File: src/hdl/mra_pkg.sv
// Shared constants, command codes and timing defaults for the mode register
// access link. Assumes a single 100 MHz clock shared by both ends.
`default_nettype none
package mra_pkg;

	// ----------------------------------------------------------------
	// Link geometry
	// ----------------------------------------------------------------
	localparam int CA_W            = 6;
	localparam int MR_AW           = 6;
	localparam int MR_DW           = 8;
	localparam int MR_COUNT        = 64;
	localparam int MRR_BEATS       = 16;
	localparam int MRR_VALID_BEATS = 4;
	localparam int CNT_W           = 8;
	localparam logic [MR_DW-1:0] MR_RST_VAL = 8'h00;

	// ----------------------------------------------------------------
	// Timing
	// ----------------------------------------------------------------
	localparam int TCK_PS        = 10000;
	localparam int TURN_MIN_PS   = 7500;
	localparam int TURN_MIN_CK   = 8;
	localparam int RTP_BIAS      = 8;
	localparam int WR_EXTRA_CK   = 1;
	localparam int MRR_MRW_EXTRA = 3;
	localparam int DEF_RL        = 14;
	localparam int DEF_WL        = 8;
	localparam int DEF_BL        = 16;
	localparam int DEF_READ_TO_PRECHARGE_CYCLES      = 8;
	localparam int DEF_NWR       = 6;
	localparam int DEF_RPST_X2   = 1;
	localparam int DEF_WRITE_TO_READ_TURNAROUND_PS   = 10000;
	localparam int DEF_STROBE_OUTPUT_DELAY_PS = 3500;
	localparam int DEF_TXP_PS    = 7500;
	localparam int DEF_ACTIVATE_TO_COLUMN_DELAY_PS   = 18000;
	localparam int DEF_REG_READ_BUSY_TIME_CK   = 8;
	localparam int DEF_REG_WRITE_PERIOD_PS   = 10000;
	localparam int DEF_REG_SET_DELAY_PS   = 14000;

	// Round up a time to whole cycles, never below one
	function automatic int ru_ck(input int ps);
		int c;
		c = (ps + TCK_PS - 1) / TCK_PS;
		return (c < 1) ? 1 : c;
	endfunction

	// ----------------------------------------------------------------
	// Command opcodes on the first word
	// ----------------------------------------------------------------
	localparam logic [CA_W-1:0] OP_NONE  = 6'h00;
	localparam logic [CA_W-1:0] OP_ACT   = 6'h01;
	localparam logic [CA_W-1:0] OP_PRE   = 6'h02;
	localparam logic [CA_W-1:0] OP_RD    = 6'h04;
	localparam logic [CA_W-1:0] OP_RDA   = 6'h05;
	localparam logic [CA_W-1:0] OP_WR    = 6'h08;
	localparam logic [CA_W-1:0] OP_WRA   = 6'h09;
	localparam logic [CA_W-1:0] OP_MWR   = 6'h0A;
	localparam logic [CA_W-1:0] OP_MWRA  = 6'h0B;
	localparam logic [CA_W-1:0] OP_WFIFO = 6'h0C;
	localparam logic [CA_W-1:0] OP_MRR   = 6'h0E;
	localparam logic [CA_W-1:0] OP_MRW   = 6'h0F;

	typedef enum logic [3:0] {
		CMD_ACT, CMD_PRE, CMD_RD, CMD_RDA, CMD_WR, CMD_WRA, CMD_MWR,
		CMD_MWRA, CMD_WFIFO, CMD_MRR, CMD_MRW, CMD_PDE, CMD_PDX
	} mra_cmd_t;

endpackage
`default_nettype wire

File: src/hdl/mra_link_if.sv
// Command/address and read data link between controller and DRAM.
// Assumes both ends run on the same ref_clk.
`timescale 1ns/1ps
`default_nettype none
interface mra_link_if;
	logic       cke;     // Clock enable, low in power-down
	logic       cs;      // Word valid
	logic [5:0] ca;      // Command/address word
	logic [7:0] dq;      // Read data from DRAM
	logic       dq_oe_n; // Low while DRAM drives dq

	modport ctrl (output cke, output cs, output ca, input dq, input dq_oe_n);
	modport dram (input cke, input cs, input ca, output dq, output dq_oe_n);
endinterface
`default_nettype wire

File: src/hdl/mra_ctrl.sv
// Controller end: issues commands on the link and spaces them by counters.
// Assumes the DRAM end answers a register read after read latency.
`timescale 1ns/1ps
`default_nettype none
module mra_ctrl
	import mra_pkg::*;
#(
	parameter int RL        = DEF_RL,
	parameter int WL        = DEF_WL,
	parameter int BL        = DEF_BL,
	parameter int READ_TO_PRECHARGE_CYCLES      = DEF_READ_TO_PRECHARGE_CYCLES,
	parameter int WRITE_RECOVERY_CYCLES       = DEF_NWR,
	parameter int RPST_X2   = DEF_RPST_X2,
	parameter int WRITE_TO_READ_TURNAROUND_PS   = DEF_WRITE_TO_READ_TURNAROUND_PS,
	parameter int STROBE_OUTPUT_DELAY_PS = DEF_STROBE_OUTPUT_DELAY_PS,
	parameter int TXP_PS    = DEF_TXP_PS,
	parameter int ACTIVATE_TO_COLUMN_DELAY_PS   = DEF_ACTIVATE_TO_COLUMN_DELAY_PS,
	parameter int REG_READ_BUSY_TIME_CK   = DEF_REG_READ_BUSY_TIME_CK,
	parameter int REG_WRITE_PERIOD_PS   = DEF_REG_WRITE_PERIOD_PS,
	parameter int REG_SET_DELAY_PS   = DEF_REG_SET_DELAY_PS
)
(
	input  wire logic             ref_clk,   // 100 MHz clock
	input  wire logic             srst,      // Sync reset, high
	mra_link_if.ctrl              link,      // Link to DRAM
	input  wire logic             req_valid, // Command request
	input  wire mra_cmd_t         req_cmd,   // Requested command
	input  wire logic [MR_AW-1:0] req_addr,  // Register address
	input  wire logic [MR_DW-1:0] req_data,  // Register write data
	output logic                  mrr_ready, // Register read may issue
	output logic                  mrw_ready, // Register write may issue
	output logic                  cmd_ready, // Other commands may issue
	output logic                  rd_valid,  // Pulse, rd_data valid
	output logic      [MR_DW-1:0] rd_data,   // Register read value
	output logic                  pwr_down   // Link in power-down
);

	// ----------------------------------------------------------------
	// Spacing counts, loaded as cycles minus one
	// ----------------------------------------------------------------
	localparam int TURN_CK = (ru_ck(TURN_MIN_PS) > TURN_MIN_CK) ? ru_ck(TURN_MIN_PS) : TURN_MIN_CK;
	localparam int RD_MRW  = RL + BL / 2 + ru_ck(STROBE_OUTPUT_DELAY_PS) + RPST_X2 / 2 + TURN_CK;
	localparam int WR_MRW  = WL + WR_EXTRA_CK + BL / 2 + TURN_CK;
	localparam int REG_WRITE_PERIOD_CK = ru_ck(REG_WRITE_PERIOD_PS);
	localparam int REG_SET_DELAY_CK = ru_ck(REG_SET_DELAY_PS);

	localparam logic [CNT_W-1:0] D_RD_MRR   = CNT_W'(BL / 2 - 1);
	localparam logic [CNT_W-1:0] D_WR_MRR   = CNT_W'(WL + BL / 2 + WR_EXTRA_CK + ru_ck(WRITE_TO_READ_TURNAROUND_PS) - 1);
	localparam logic [CNT_W-1:0] D_RD_MRW   = CNT_W'(RD_MRW - 1);
	localparam logic [CNT_W-1:0] D_RDA_MRW  = CNT_W'(RD_MRW + READ_TO_PRECHARGE_CYCLES - RTP_BIAS - 1);
	localparam logic [CNT_W-1:0] D_WR_MRW   = CNT_W'(WR_MRW - 1);
	localparam logic [CNT_W-1:0] D_WRA_MRW  = CNT_W'(WR_MRW + WRITE_RECOVERY_CYCLES - 1);
	localparam logic [CNT_W-1:0] D_MRR_BUSY = CNT_W'(REG_READ_BUSY_TIME_CK - 1);
	localparam logic [CNT_W-1:0] D_MRR_MRW  = CNT_W'(RL + ru_ck(STROBE_OUTPUT_DELAY_PS) + BL / 2 + MRR_MRW_EXTRA - 1);
	localparam logic [CNT_W-1:0] D_MRW_MRW  = CNT_W'(REG_WRITE_PERIOD_CK - 1);
	localparam logic [CNT_W-1:0] D_MRW_BUSY = CNT_W'(REG_WRITE_PERIOD_CK + REG_SET_DELAY_CK - 1);
	localparam logic [CNT_W-1:0] D_PDX_MRR  = CNT_W'(ru_ck(TXP_PS) + ru_ck(ACTIVATE_TO_COLUMN_DELAY_PS) - 1);
	localparam logic [CNT_W-1:0] D_PDX_ANY  = CNT_W'(ru_ck(TXP_PS) - 1);
	localparam logic [1:0]       MRR_WORDS  = 2'd1;
	localparam logic [1:0]       MRW_WORDS  = 2'd3;

	logic [CNT_W-1:0] g_mrr_ff;
	logic [CNT_W-1:0] g_mrw_ff;
	logic [CNT_W-1:0] g_any_ff;
	logic [CNT_W-1:0] nxt_g_mrr;
	logic [CNT_W-1:0] nxt_g_mrw;
	logic [CNT_W-1:0] nxt_g_any;
	logic [CNT_W-1:0] d_mrr;
	logic [CNT_W-1:0] d_mrw;
	logic [CNT_W-1:0] d_any;
	logic [1:0]       words_ff;
	logic [1:0]       nxt_words;
	logic [CA_W-1:0]  q_ff [3];
	logic [CA_W-1:0]  op;
	logic             ready_sel;
	logic             accept;
	logic             mrr_rdy_ff;
	logic             mrw_rdy_ff;
	logic             cmd_rdy_ff;
	logic             cke_ff;
	logic             cs_ff;
	logic [CA_W-1:0]  ca_ff;
	logic             oe_n_q_ff;
	logic             rdv_ff;
	logic [MR_DW-1:0] rdd_ff;

	// ----------------------------------------------------------------
	// Request acceptance
	// ----------------------------------------------------------------
	always_comb
	begin
		case (req_cmd)
			CMD_MRR: ready_sel = mrr_rdy_ff;
			CMD_MRW: ready_sel = mrw_rdy_ff;
			default: ready_sel = cmd_rdy_ff;
		endcase
	end

	// In power-down only the exit is taken
	assign accept = req_valid && ready_sel && (cke_ff ? (req_cmd != CMD_PDX) : (req_cmd == CMD_PDX));

	// ----------------------------------------------------------------
	// Delay selection per issued command
	// ----------------------------------------------------------------
	always_comb
	begin
		d_mrr = '0;
		d_mrw = '0;
		d_any = '0;
		op    = OP_NONE;
		case (req_cmd)
			CMD_ACT: op = OP_ACT;
			CMD_PRE: op = OP_PRE;
			CMD_RD:
			begin
				op    = OP_RD;
				d_mrr = D_RD_MRR;
				d_mrw = D_RD_MRW;
			end
			CMD_RDA:
			begin
				op    = OP_RDA;
				d_mrr = D_RD_MRR;
				d_mrw = D_RDA_MRW;
			end
			CMD_WR, CMD_MWR, CMD_WFIFO:
			begin
				op    = (req_cmd == CMD_WR) ? OP_WR : ((req_cmd == CMD_MWR) ? OP_MWR : OP_WFIFO);
				d_mrr = D_WR_MRR;
				d_mrw = D_WR_MRW;
			end
			CMD_WRA, CMD_MWRA:
			begin
				op    = (req_cmd == CMD_WRA) ? OP_WRA : OP_MWRA;
				d_mrr = D_WR_MRR;
				d_mrw = D_WRA_MRW;
			end
			CMD_MRR:
			begin
				op    = OP_MRR;
				d_any = D_MRR_BUSY;
				d_mrw = D_MRR_MRW;
			end
			CMD_MRW:
			begin
				op    = OP_MRW;
				d_mrw = D_MRW_MRW;
				d_any = D_MRW_BUSY;
			end
			CMD_PDX:
			begin
				d_mrr = D_PDX_MRR;
				d_any = D_PDX_ANY;
			end
			default: op = OP_NONE;
		endcase
	end

	// ----------------------------------------------------------------
	// Spacing counters
	// ----------------------------------------------------------------
	function automatic logic [CNT_W-1:0] step(input logic [CNT_W-1:0] cur, input logic ld,
		input logic [CNT_W-1:0] d);
		logic [CNT_W-1:0] dec;
		dec = (cur == '0) ? cur : cur - CNT_W'(1);
		return (ld && d > dec) ? d : dec;
	endfunction

	always_comb
	begin
		nxt_g_mrr = step(g_mrr_ff, accept, d_mrr);
		nxt_g_mrw = step(g_mrw_ff, accept, d_mrw);
		nxt_g_any = step(g_any_ff, accept, d_any);
		if (accept && req_cmd == CMD_MRR)
			nxt_words = MRR_WORDS;
		else if (accept && req_cmd == CMD_MRW)
			nxt_words = MRW_WORDS;
		else
			nxt_words = (words_ff == 2'd0) ? 2'd0 : words_ff - 2'd1;
	end

	always_ff @(posedge ref_clk)
	begin
		if (srst)
		begin
			g_mrr_ff <= '0;
			g_mrw_ff <= '0;
			g_any_ff <= '0;
			words_ff <= 2'd0;
		end
		else
		begin
			g_mrr_ff <= nxt_g_mrr;
			g_mrw_ff <= nxt_g_mrw;
			g_any_ff <= nxt_g_any;
			words_ff <= nxt_words;
		end
	end

	always_ff @(posedge ref_clk)
	begin
		if (srst)
		begin
			mrr_rdy_ff <= 1'b0;
			mrw_rdy_ff <= 1'b0;
			cmd_rdy_ff <= 1'b0;
		end
		else
		begin
			cmd_rdy_ff <= (nxt_g_any == '0) && (nxt_words == 2'd0);
			mrr_rdy_ff <= (nxt_g_any == '0) && (nxt_words == 2'd0) && (nxt_g_mrr == '0);
			mrw_rdy_ff <= (nxt_g_any == '0) && (nxt_words == 2'd0) && (nxt_g_mrw == '0);
		end
	end

	// ----------------------------------------------------------------
	// Link words: opcode; MRR adds the address, MRW adds address, data low and high
	// ----------------------------------------------------------------
	always_ff @(posedge ref_clk)
	begin
		if (srst)
		begin
			cs_ff   <= 1'b0;
			ca_ff   <= OP_NONE;
			q_ff[0] <= OP_NONE;
			q_ff[1] <= OP_NONE;
			q_ff[2] <= OP_NONE;
		end
		else if (accept && req_cmd != CMD_PDE && req_cmd != CMD_PDX)
		begin
			cs_ff   <= 1'b1;
			ca_ff   <= op;
			q_ff[0] <= req_addr;
			q_ff[1] <= req_data[5:0];
			q_ff[2] <= {4'h0, req_data[7:6]};
		end
		else if (words_ff != 2'd0)
		begin
			cs_ff   <= 1'b1;
			ca_ff   <= q_ff[0];
			q_ff[0] <= q_ff[1];
			q_ff[1] <= q_ff[2];
			q_ff[2] <= OP_NONE;
		end
		else
		begin
			cs_ff <= 1'b0;
			ca_ff <= OP_NONE;
		end
	end

	always_ff @(posedge ref_clk)
	begin
		if (srst)
			cke_ff <= 1'b1;
		else if (accept && req_cmd == CMD_PDE)
			cke_ff <= 1'b0;
		else if (accept && req_cmd == CMD_PDX)
			cke_ff <= 1'b1;
	end

	// ----------------------------------------------------------------
	// Read capture on the first driven beat
	// ----------------------------------------------------------------
	always_ff @(posedge ref_clk)
	begin
		if (srst)
		begin
			oe_n_q_ff <= 1'b1;
			rdv_ff    <= 1'b0;
			rdd_ff    <= MR_RST_VAL;
		end
		else
		begin
			oe_n_q_ff <= link.dq_oe_n;
			rdv_ff    <= oe_n_q_ff && !link.dq_oe_n;
			if (oe_n_q_ff && !link.dq_oe_n)
				rdd_ff <= link.dq;
		end
	end

	assign link.cke = cke_ff;
	assign link.cs  = cs_ff;
	assign link.ca  = ca_ff;
	assign mrr_ready = mrr_rdy_ff;
	assign mrw_ready = mrw_rdy_ff;
	assign cmd_ready = cmd_rdy_ff;
	assign rd_valid  = rdv_ff;
	assign rd_data   = rdd_ff;
	assign pwr_down  = !cke_ff;

endmodule
`default_nettype wire

File: src/flat_wrapper.sv
// flat-port wrapper written by rule: the top's interface ports become plain ports
module mra_ctrl_flat import mra_pkg::*;
#(
	parameter int RL        = DEF_RL,
	parameter int WL        = DEF_WL,
	parameter int BL        = DEF_BL,
	parameter int READ_TO_PRECHARGE_CYCLES      = DEF_READ_TO_PRECHARGE_CYCLES,
	parameter int WRITE_RECOVERY_CYCLES       = DEF_NWR,
	parameter int RPST_X2   = DEF_RPST_X2,
	parameter int WRITE_TO_READ_TURNAROUND_PS   = DEF_WRITE_TO_READ_TURNAROUND_PS,
	parameter int STROBE_OUTPUT_DELAY_PS = DEF_STROBE_OUTPUT_DELAY_PS,
	parameter int TXP_PS    = DEF_TXP_PS,
	parameter int ACTIVATE_TO_COLUMN_DELAY_PS   = DEF_ACTIVATE_TO_COLUMN_DELAY_PS,
	parameter int REG_READ_BUSY_TIME_CK   = DEF_REG_READ_BUSY_TIME_CK,
	parameter int REG_WRITE_PERIOD_PS   = DEF_REG_WRITE_PERIOD_PS,
	parameter int REG_SET_DELAY_PS   = DEF_REG_SET_DELAY_PS
)
  (ref_clk, srst, req_valid, req_cmd, req_addr, req_data, mrr_ready, mrw_ready, cmd_ready, rd_valid, rd_data, pwr_down, link_cke, link_cs, link_ca, link_dq, link_dq_oe_n);
  mra_link_if link_i ();
  input  wire logic ref_clk;
  input  wire logic srst;
  input  wire logic req_valid;
  input  wire mra_cmd_t req_cmd;
  input  wire logic [MR_AW-1:0] req_addr;
  input  wire logic [MR_DW-1:0] req_data;
  output logic mrr_ready;
  output logic mrw_ready;
  output logic cmd_ready;
  output logic rd_valid;
  output logic      [MR_DW-1:0] rd_data;
  output logic pwr_down;
  output wire logic [$bits(link_i.cke)-1:0] link_cke;
  output wire logic [$bits(link_i.cs)-1:0] link_cs;
  output wire logic [$bits(link_i.ca)-1:0] link_ca;
  input wire logic [$bits(link_i.dq)-1:0] link_dq;
  input wire logic [$bits(link_i.dq_oe_n)-1:0] link_dq_oe_n;
  assign link_cke = link_i.cke;
  assign link_cs = link_i.cs;
  assign link_ca = link_i.ca;
  assign link_i.dq = link_dq;
  assign link_i.dq_oe_n = link_dq_oe_n;
  mra_ctrl #(.RL(RL), .WL(WL), .BL(BL), .READ_TO_PRECHARGE_CYCLES(READ_TO_PRECHARGE_CYCLES), .WRITE_RECOVERY_CYCLES(WRITE_RECOVERY_CYCLES), .RPST_X2(RPST_X2), .WRITE_TO_READ_TURNAROUND_PS(WRITE_TO_READ_TURNAROUND_PS), .STROBE_OUTPUT_DELAY_PS(STROBE_OUTPUT_DELAY_PS), .TXP_PS(TXP_PS), .ACTIVATE_TO_COLUMN_DELAY_PS(ACTIVATE_TO_COLUMN_DELAY_PS), .REG_READ_BUSY_TIME_CK(REG_READ_BUSY_TIME_CK), .REG_WRITE_PERIOD_PS(REG_WRITE_PERIOD_PS), .REG_SET_DELAY_PS(REG_SET_DELAY_PS)) u_core (.ref_clk(ref_clk), .srst(srst), .link(link_i), .req_valid(req_valid), .req_cmd(req_cmd), .req_addr(req_addr), .req_data(req_data), .mrr_ready(mrr_ready), .mrw_ready(mrw_ready), .cmd_ready(cmd_ready), .rd_valid(rd_valid), .rd_data(rd_data), .pwr_down(pwr_down));
endmodule
File: config.mk
export PLATFORM = sky130hd
export DESIGN_NAME = mra_ctrl_flat
export DESIGN_NICKNAME = d
export VERILOG_FILES = /design/src/hdl/mra_pkg.sv /design/src/hdl/mra_link_if.sv /design/src/hdl/mra_ctrl.sv /design/src/flat_wrapper.sv
export SDC_FILE = /design/constraint.sdc
export NUM_CORES = 1
export LEC_CHECK = 0
export ABC_AREA = 1
export BUFFER_PORTS_ARGS = -buffer_cell sky130_fd_sc_hd__buf_2
export CAP_MARGIN = 20
export CORE_UTILIZATION = 45
export DETAILED_ROUTE_END_ITERATION = 8
export PLACE_DENSITY = 0.75
export SLEW_MARGIN = 20
export SYNTH_ARGS = -nofsm -noshare
export SYNTH_HDL_FRONTEND = slang
export SYNTH_SLANG_ARGS = --single-unit
File: constraint.sdc
create_clock -name ref_clk -period 5.2 [get_ports ref_clk]
set_input_delay 0.26 -clock ref_clk [delete_from_list [all_inputs] [get_ports ref_clk]]
set_output_delay 0.26 -clock ref_clk [all_outputs]
set_load 0.05 [all_outputs]
; ---- Word level (Yosys, flattened, before mapping)
; Memories as Yosys holds them, arrays and structs flattened.
; Cells that the tools add are included.
[classes]
add_sub_neg = 4
magnitude_cmp = 3
n_eq_ne = 14
mux = 38
n_bitwise = 6
n_reduce_logical = 33
[ops]
columns = op, n
row1 = $mux 6, 9
row2 = $logic_not 8->1, 6
row3 = $mux 8, 6
row4 = $pmux 6 s8, 1
row5 = $pmux 5 s3, 2
row6 = $sub 8x1->8 const B, 3
row7 = $eq 4x4->1 const B, 5
row8 = $eq 4x3->1 const B, 4
row9 = $gt 5x8->1, 2
row10 = $logic_and 1x1->1, 15
row11 = $mux 1, 13
row12 = $eq 4x2->1 const B, 2
row13 = $gt 3x8->1, 1
row14 = $mux 2, 4
row15 = $ne 4x4->1 const B, 2
row16 = $or 1x1->1, 6
row17 = $pmux 3 s2, 1
row18 = $reduce_or 5->1, 1
row19 = $eq 4x1->1 const B, 1
row20 = $logic_not 2->1, 2
row21 = $logic_not 4->1, 1
row22 = $reduce_bool 2->1, 2
row23 = $reduce_or 2->1, 2
row24 = $reduce_or 4->1, 1
row25 = 5 further kinds, 6
[totals]
reg_bits = 47
ram_bits = 18
output_inout_bits = 21
wordCells = 112
memories = 1
[memory_table]
columns = memory, depth, width, read_ports, rd_ports_with_merged_regs, wr, line_no
row1 = u_core.q_ff, 3, 6, 3, 0, 3, mra_ctrl.sv:73  ; logic [CA_W-1:0] q_ff [3];

; ---- Longest topological paths before layout
; Gate-level depths: netlist of run 1.
[depth]
word_depth = 11
ltp_mapped = 24
ltp_nobuf = 24

; ---- Worst setup path after synthesis of run 1
; No wires, ideal clock.
[synth_timing]
path_type = flip-flop to flip-flop
from = register u_core.cke_ff (netlist: u_core.link.cke)
to = memory u_core.q_ff[0][0] (enable)
arrival_ns = 2.250
t_required_ns = 4.839
slack_ns = 2.589
path_stages_with_launch = 12
path_buffers = 1
period_less_slack_ns = 2.611
path_cell_list = dfxtp_1 -> inv_1 -> nand2_1 -> nand2_1 -> nor2_4 -> nand2_4 -> inv_4 -> o311ai_4 -> nand2_2 -> inv_2 -> buf_6 -> nand2_1
[synth_lines]
columns = item, line_no
row1 = start: declaration, mra_ctrl.sv:80  ; logic cke_ff;
row2 = start signal: assignment, mra_ctrl.sv:255  ; cke_ff <= 1'b1;
row3 = start signal: assignment, mra_ctrl.sv:257  ; cke_ff <= 1'b0;
row4 = start signal: assignment, mra_ctrl.sv:259  ; cke_ff <= 1'b1;
row5 = end: declaration, mra_ctrl.sv:73

; ---- Final worst setup path of run 1
[layout_timing]
from = register u_core.g_mrr_ff[0]
to = register u_core.mrr_rdy_ff (netlist: u_core.mrr_ready)
[layout_via]
elab_chain_len = 7
[layout_rtl]
columns = item, line_no
row1 = start: declaration, mra_ctrl.sv:62  ; logic [CNT_W-1:0] g_mrr_ff;
row2 = start signal: assignment, mra_ctrl.sv:193  ; g_mrr_ff <= nxt_g_mrr;
row3 = $sub 8x1->8 or $logic_not 8->1 (tied branches), mra_ctrl.sv:165  ; dec = (cur == '0) ? cur : cur - CNT_W'(1);
row4 = $mux 8 (*), mra_ctrl.sv:165
row5 = $gt 5x8->1, mra_ctrl.sv:166  ; return (ld && d > dec) ? d : dec;
row6 = $logic_and 1x1->1, mra_ctrl.sv:166
row7 = $mux 8 (*), mra_ctrl.sv:166
row8 = $logic_not 8->1 (*), mra_ctrl.sv:211  ; mrr_rdy_ff <= (nxt_g_any == '0) && (nxt_words == 2'd0) && (nxt_g_mrr == '0);
row9 = $logic_and 1x1->1 (*), mra_ctrl.sv:211
row10 = end signal: assignment, mra_ctrl.sv:211
row11 = end: declaration, mra_ctrl.sv:77  ; logic mrr_rdy_ff;
; Every way passes the cells marked *; elsewhere a longest branch is shown, timed or not.
; A chain may end at the register's enable or synchronous reset.

==> metrics list, run 1 <==
* #FFs+latches synth: 61
- Cell family contributing the most delay on the critical path: simple AND/OR/NAND/NOR gates
- Hold Crit Depth: 3
* Time the worst path needs with I/O delays and setup: 2.86 ns
* Final worst setup slack: approximately 2.3 ns
- WL final: 7440 um
- For hold timing, the worst endpoint is u_core.oe_n_q_ff$_SDFF_PP1_.
- Wire length of the first global-routing pass: approximately 13000 um
- Timing-limited maximum frequency: around 0.35 GHz
* Latest clock arrival within the worst-skew pair: approximately 0.34 ns
- CP bufs+invs: 3
* Sum of negative setup slack: 0 ns
* Status: finished clean
* Worst Skew: ~0.0085 ns
- Crit path DAT: between 3 and 4 ns
* Count of flip-flops with a built-in enable after synthesis: 14
- The detailed router placed between 3000 and 4000 vias in this run.
* Antenna violations before repair: 0
- Clk sink count: 61
* Non-filler cells in the finished layout: around 650
- Synth Instances: 495
- The total count of hold-check failures in the final report is 0.
- After clock tree synthesis, the clock-pin slew on the worst setup and hold paths is 0.07 ns.
* Syn Nets: 543
* Number of gates resized after CTS: 0
* Setup fix buffers added after clock tree synthesis: 0
* Vertical die dimension: 90.3 um
- Global route total overflow: 0
* Share of flip-flops with an asynchronous set or reset after synthesis: 0
* Type of the tightest min-delay check: in2reg
* Number of vias per cell: between 4 and 5
- The tightest hold path in the finished design has a slack of approximately 0.12 ns.
- Summed instance area of the synthesized netlist: around 3500 um^2
- Once detail routing completed, the nets flagged for antenna violations numbered 0.
- Overall routing resource usage: 0.198
* Critical path, cell by cell: inv_1 > ha_1 > nor3b_1 > nand2_2 > inv_2 > or2_2 > o21ai_0 > inv_1 > ha_1 > a21oi_1 > o21ai_0 > a21oi_1 > nor2_4 > nand2_4 > nand2_1 > nand2_1 > nor2_1 > nand3_1 > nor2_1
* Clock tree from TritonCTS: done
* Endpoint of the worst-slack reg-to-reg timing path: u_core.mrr_ready$_SDFF_PP0_
- Maximum vdd ir drop: about 0.22 mV
- In this run the tool buffered the top-level ports with 50 buffer cells.
- Worst Path Class, Setup: reg2reg
* DRC violation count after routing: 0
- Combinational share of power: 0.534
* DRC marker count from the first detailed-route iteration: approximately 190
* Max Transition Viols Final: 0
- The share of total power dissipated in sequential elements is 0.294.
- The floorplan step defined a die boundary enclosing around 8200 um^2.
- The internal power of the cells totals around 0.0011 W.
- Routed len/inst: 11.4 um
* Weighted congestion at the end of routability-driven global placement: between 0.8 and 0.9
- Most instantiated flip-flop cell in the synthesis netlist: dfxtp_1
- The number of global-route vias before repair was approximately 3000.
- Unrepaired setup endpoints after global routing: false
- Counting distinct cell types in the post-synthesis netlist gives 35.
- The floorplan has 31 rows.
* TritonCTS Buffers: 9
* Maximum number of pins on one net before global-route repair: 32
- Layout cell share with drive strength beyond 1: 0.175
* Core outline area: 7410 um^2
- Before CTS, the worst setup slack after placement is between 2 and 2.5 ns.
- STA classifies the critical path endpoint as a flop.
* Nets: between 500 and 600
- Part of the total power dissipated in the clock network: 0.172
* Detailed-placement wirelength estimate: 5660 um
- The area growth from synthesis to layout is 14.5%.
- In this run, placement finished with an instance count of between 600 and 700.
- The first TritonRoute pass finished after 5 iterations.
- For flop-to-flop paths, the worst setup slack is approximately 2.3 ns.
- Of the available clock period, the critical path in the final layout requires 0.549.
- Worst R2R Start: u_core.g_mrr_ff[0]$_SDFF_PP0_
- The number of antenna diodes in the final layout is 0.
* Switching portion of total power: 0.461
- After clock tree synthesis, the flow added hold-fix buffers numbering 0.
- Among all stages on the critical path, the largest delay is contributed by dfxtp_1.
* Number of fillers in the final layout: 704
* Final Setup Violations: 0
- Yosys printed 0 warnings.
* MaxCap Viol Count: 0
- The clock passes through at most 2 buffers.
- Overall power: between 0.002 and 0.0025 W
- Actual transition at the worst max-transition pin: just under 0.7 ns
* Critical path startpoint category: flop
* Net switching power figure: between 0.0009 and 0.001 W
- CTS H-tree depth: 3
* Io pins: a little over 50
* Maximum fanout along the worst path: 8
* Data required time of the critical path: between 5 and 6 ns
- Slew HR: 0.549
- In this run the horizontal extent of the chip is between 90 and 100 um.
- CTS Root Cell: clkbuf_8
* Power density normalized to cell area: about 520 nW/um^2
- Dividing the synthesized area by the synthesized cell count gives 7.09 um^2.
* Starting utilization of the core area: 0.474
- CP peak stage delay: around 0.34 ns
- Sequential-to-total area share from yosys stat: 0.388
* Worst r2r path cells: 19
* Start point of the worst min-delay path: link_dq_oe_n
- Leakage power total: 2.10 nW
## worst max-delay path by stage
stage | start | endpoint | slack (ns) | depth (start not counted)
after CTS | u_core.g_mrr_ff[0]$_SDFF_PP0_ | u_core.mrr_ready$_SDFF_PP0_ | 2.38 | 19
after global placement | u_core.g_mrr_ff[0]$_SDFF_PP0_ | u_core.mrr_ready$_SDFF_PP0_ | 2.48 | 18
after detailed placement | u_core.g_mrr_ff[0]$_SDFF_PP0_ | u_core.mrr_ready$_SDFF_PP0_ | 2.41 | 19
final | u_core.g_mrr_ff[0]$_SDFF_PP0_ | u_core.mrr_ready$_SDFF_PP0_ | 2.34 | 19
after global routing | u_core.g_mrr_ff[0]$_SDFF_PP0_ | u_core.mrr_ready$_SDFF_PP0_ | 2.04 | 16
after floorplan | u_core.link.cke$_SDFFE_PP1P_ | u_core.q_ff[0][0]$_DFFE_PP_ | 2.59 | 11
## power groups by stage
stage               Clock [W]  Sequential [W]  Combinational [W]
floorplan                   0        0.000636           0.000864
global placement            0        0.000621            0.00106
detailed placement          0        0.000623            0.00110
CTS                  0.000369        0.000614            0.00111
global route         0.000386        0.000625            0.00130
finish               0.000360        0.000614            0.00111
## worst min-delay path, cell delays in order
cell	delay [ns]
buf_2	0.08
inv_1	0.04
nand2_1	0.05
## state kept, by name, indices dropped and copies added (netlist names)
name	count
u_core.q_ff	14
u_core.g_any_ff	8
u_core.g_mrr_ff	8
u_core.g_mrw_ff	8
u_core.rd_data	8
u_core.link.ca	6
u_core.words_ff	2
u_core.cmd_ready	1
u_core.link.cke	1
u_core.link.cs	1
u_core.mrr_ready	1
u_core.mrw_ready	1
u_core.oe_n_q_ff	1
u_core.rd_valid	1
## Yosys cell counts (3+ instances only)
cell type  instances  area (um^2)
a21oi_1           18         90.1
clkbuf_1           5         18.8
dfxtp_1           47          941
edfxtp_1          14          420
ha_1              18          225
inv_1             65          244
inv_2              6         22.5
nand2_1          106          398
nand2_2            5         31.3
nand2_4            3         33.8
nand3_1           56          280
nand3_2            5         50.1
nor2_1            86          323
nor2_2             3         18.8
nor2_4             5         56.3
nor3_1             6         30.0
o21ai_0           18         90.1
o31ai_1            3         22.5
xor2_1             5         43.8
## cell usage in the layout, fill, tap and decap left out, drive strengths merged, types with 6 or more instances in the layout
| cell type | count |
|---|---|
| nand2 | 114 |
| ha | 18 |
| nor2 | 94 |
| edfxtp | 14 |
| nor3 | 6 |
| dfxtp | 47 |
| o21ai | 21 |
| inv | 73 |
| buf | 50 |
| clkbuf | 11 |
| nand3 | 61 |
| a21oi | 18 |
## metrics by stage
stage          instance area, um^2  utilization
3_5_place_dp                  3850        0.519
6_report                      4020        0.542
5_1_grt                       4020        0.542
3_3_place_gp                  3850        0.519
2_1_floorplan                 3510            -
4_1_cts                       4020        0.542
## area by class of cell
type	instances	area (um^2)	area share
sequential	61	1360	0.339
inverter	73	279	0.0695
tap	99	124	0.0308
multi-input combinational	354	1830	0.456
timing repair buffer	50	250	0.0623
clock inverter	5	27.5	0.00685
clock buffer	11	141	0.0352
## logic make-up after synthesis
| family | count (synthesis) | synth area share |
|---|---|---|
| xor+xnor | 6 | 0.0150 |
| fa+ha+maj | 18 | 0.0642 |
| simple gates | 282 | 0.362 |
| buf+inv | 80 | 0.0895 |
| flops | 61 | 0.388 |
| compound gates | 48 | 0.0817 |
## metal layers
layer / global-route usage / wire, um
met5: 0 / 0
met4: 0.103 / 204
met3: 0.0370 / 337
met2: 0.340 / 3550
met1: 0.235 / 3350
Note: power is estimated with default switching activity, not from simulation.
==> run 2, diff against run 1 <==
Settings changed: PLACE_DENSITY 0.75 to 0.78.
Clock period 5.2 ns to 2.5 ns, I/O delays scaled along.
==> run 2 against run 1 <==
The run now ends with negative setup slack left. Critical path depth unchanged. Combinational power rose to 3.3 times the previous value. Non-clock buffer count up 36. Via count up 9.9%. Final area up 16%. Largest cell class unchanged. Highest routed layer unchanged. Sequential share of layout area down 4.5 points. Critical endpoint unchanged. Wire length up 23%. Maximum frequency up 9.6%. Global-route usage up 0.71 points. First-iteration DRC count down 7.0%. Utilization up 8.7 points.
==> metrics list, run 2 (synthesis gave the netlist of run 1 again) <==
- The run finished, with violations left.
- The checks that failed: negative setup slack.
- The worst slack at placement came to -0.126 ns (-2.54 ns).
- Clk sink count: 61 (unchanged)
- Number of instances in the placed design: 658 (+3.3%)
* Critical path startpoint category: flop
- The combined global-route utilization of all metal layers was 0.205 (+0.00713).
* Number of vias after detailed routing: 3554 (+9.9%)
* Power density normalized to cell area: 1230 nW/um^2 (+140%)
- The floorplan die height was 90.3 um (unchanged).
* DRC marker count from the first detailed-route iteration: 173 (-7.0%)
- The total count of hold-check failures in the final report was 0 (unchanged).
- The final clock period utilization by the worst path came to 1.04 (+0.493).
- The number of antenna violations at the first check in global routing was 0 (unchanged).
- Worst Path Class, Setup: reg2reg
* Nets: 633 (+6.0%)
- The top fanout value on the critical path came to 6 (-2).
- STA classifies the critical path endpoint as a flop.
- Data required time of the critical path: 2.79 ns (-2.64 ns)
- The utilization of the core after routing was 0.629 (+0.0871).
- The number of routed nets with antenna violations came to 0 (unchanged).
- Final Setup Violations: 1 (+1)
* Global route total overflow: 0 (unchanged)
- The width of the die was 90.3 um (unchanged).
- The final instance count without filler cells is 689 (+5.5%).
- Layout overhead on the synthesized area: 32.9%
* Leakage power total: 2.29 nW (+9.2%)
* Actual transition at the worst max-transition pin: 0.538 ns (-0.138 ns)
- The worst clock skew on the final layout was 0.00592 ns (-0.00261 ns).
- Register clock-pin slew on the reported worst setup and hold paths: 0.07 ns (about the same)
* Slew HR: 0.640 (+0.0907)
- Crit path DAT: 2.89 ns (-0.19 ns)
- MaxCap Viol Count: 0 (unchanged)
- The count of pins over their slew limit is 0 (unchanged).
* Weighted congestion at the end of routability-driven global placement: 0.820 (-8.3%)
- The highest ir drop seen on vdd is 0.668 mV (+200%).
- Register bank with the most flops: u_core.q_ff
* Latest clock arrival within the worst-skew pair: 0.35 ns (about the same)
- The largest individual stage delay along the critical path comes from the cell dfxtp_1.
* WL final: 9150 um (+23%)
- Type of the tightest min-delay check: in2reg
* Largest register FFs: 14 (unchanged)
- The largest buffer count on any clock path is 2 (unchanged).
- The area of placed instances is 4010 um^2 (+4.2%).
- CTS H-tree depth: 3 (unchanged)
* Final worst setup slack: -0.106 ns (-2.45 ns)
- Leading cell type in the layout, fill and taps excluded: nand2_1
- The number of buffers created by CTS is 9 (unchanged).
- Maximum number of pins on one net before global-route repair: 31 (-3.1%)
- CP peak stage delay: 0.40 ns (+0.06 ns)
- Pre-Repair DR Iteration Count: 4 (-1)
* Number of fillers in the final layout: 598 (-15%)
- Timing-limited maximum frequency: 0.384 GHz (+9.6%)
* Time the worst path needs with I/O delays and setup: 2.61 ns (-0.250 ns)
- Starting utilization of the core area: 0.474 (unchanged)
- The worst hold slack was 0.0238 ns (-0.0918 ns).
- CTS Root Cell: clkbuf_8
- Routed len/inst: 13.3 um (+17%)
- TritonCTS built the clock tree.
* Buffers on Ports: 50 (unchanged)
- The number of global-route vias before repair was 3146 (+3.0%).
* Number of vias per cell: 5.16 (+4.1%)
* Core outline area: 7410 um^2 (unchanged)
* Reg area: 1370 um^2 (+0.64%)
- Critical path, cell by cell: inv_1 > nand2_1 > nor2_4 > nand2_2 > inv_2 > or2_4 > o21ai_4 > inv_2 > ha_4 > a21oi_2 > o21ai_1 > a21oi_2 > nor2_4 > nand2_4 > nand2_4 > nand2_2 > nor2_1 > nand3_1 > nor2_1
* Commonest non-fill, non-tap cells in the layout: 81 x nand2_1, 79 x nor2_1, 51 x nand3_1, 50 x buf_2, 49 x inv_1
- The number of top-level design ports came to 51 (unchanged).
- Wire length of the first global-routing pass: 13400 um (+2.0%)
- Site row count: 31 (unchanged)
- Multi-input gate area: 2170 um^2 (+18%)
- The final non-filler cell area came to 4660 um^2 (+16%).
- The floorplan die area was 8150 um^2 (unchanged).
- Antenna fix cells: 0 (unchanged)
- Unrepaired setup endpoints after global routing: true
- Layout cell share with drive strength beyond 1: 0.358 (+0.183)
- The remaining design rule violation count was 0 (unchanged).
- Detailed-placement wirelength estimate: 5930 um (+4.8%)
==> run 2: changes by cell type in the layout (fill, tap and decap cells not counted), sizes merged <==
cell / change
clkinvlp: +2
inv: -1
clkbuf: -1
buf: +35
dlygate4sd3: +1
==> run 2: repair_timing <==
item                                   4_1_cts  5_1_grt
resized for setup                           13       92
setup endpoints to repair                   11       16
setup buffers                                2       12
hold buffers                                 1        0
endpoints found under the hold margin        1        0
cloned                                       0        0
pin swaps                                    4       40
==> run 2: worst paths after layout <==
kind	start	endpoint	slack, ns	cells after the start
max	u_core.g_mrr_ff[2]$_SDFF_PP0_	u_core.mrr_ready$_SDFF_PP0_	-0.11	19
min	link_dq[5]	u_core.rd_data[5]$_SDFFE_PP0P_	0.02	3
max reg2reg	u_core.g_mrr_ff[2]$_SDFF_PP0_	u_core.mrr_ready$_SDFF_PP0_	-0.11	19
min reg2reg	u_core.rd_data[3]$_SDFFE_PP0P_	u_core.rd_data[3]$_SDFFE_PP0P_	0.48	2
==> run 2: worst max-delay path: cells and delay by family, from the launching register on <==
family,cells,cell delay [ns]
compound gates,4,0.38
fa+ha+maj,1,0.27
buf+inv,3,0.19
flops,1,0.40
simple gates,11,1.29
==> run 2: final cells by class <==
class / count / area share
multi-input cells: 354 / 0.466
repair buffers: 86 / 0.114
clock inverters: 6 / 0.00832
flip-flops and latches: 61 / 0.294
well taps: 99 / 0.0266
inverters: 73 / 0.0623
clock buffers: 10 / 0.0295
==> run 2: metrics by stage <==
step | total power [W] | TNS, ns
2_1_floorplan | 0.00312 | 0
4_1_cts | 0.00469 | 0
6_report | 0.00576 | -0.106
3_5_place_dp | 0.00378 | -0.310
5_1_grt | 0.00618 | -1.03
3_3_place_gp | 0.00370 | -0.0218
==> run 2: power by group <==
part | switching (W) | internal [W]
registers | 0.000127 | 0.00118
logic | 0.00215 | 0.00151
clock network | 0.000403 | 0.000382
==> run 2: routing by layer <==
layer | global-route usage | up-vias | wire length [um] | share of wire
met5 | 0 | - | 0 | 0
met4 | 0.133 | 0 | 486 | 0.053
met3 | 0.0446 | 45 | 480 | 0.052
met2 | 0.356 | 123 | 4530 | 0.49
met1 | 0.226 | 1623 | 3650 | 0.40
li1 | - | 1763 | - | -
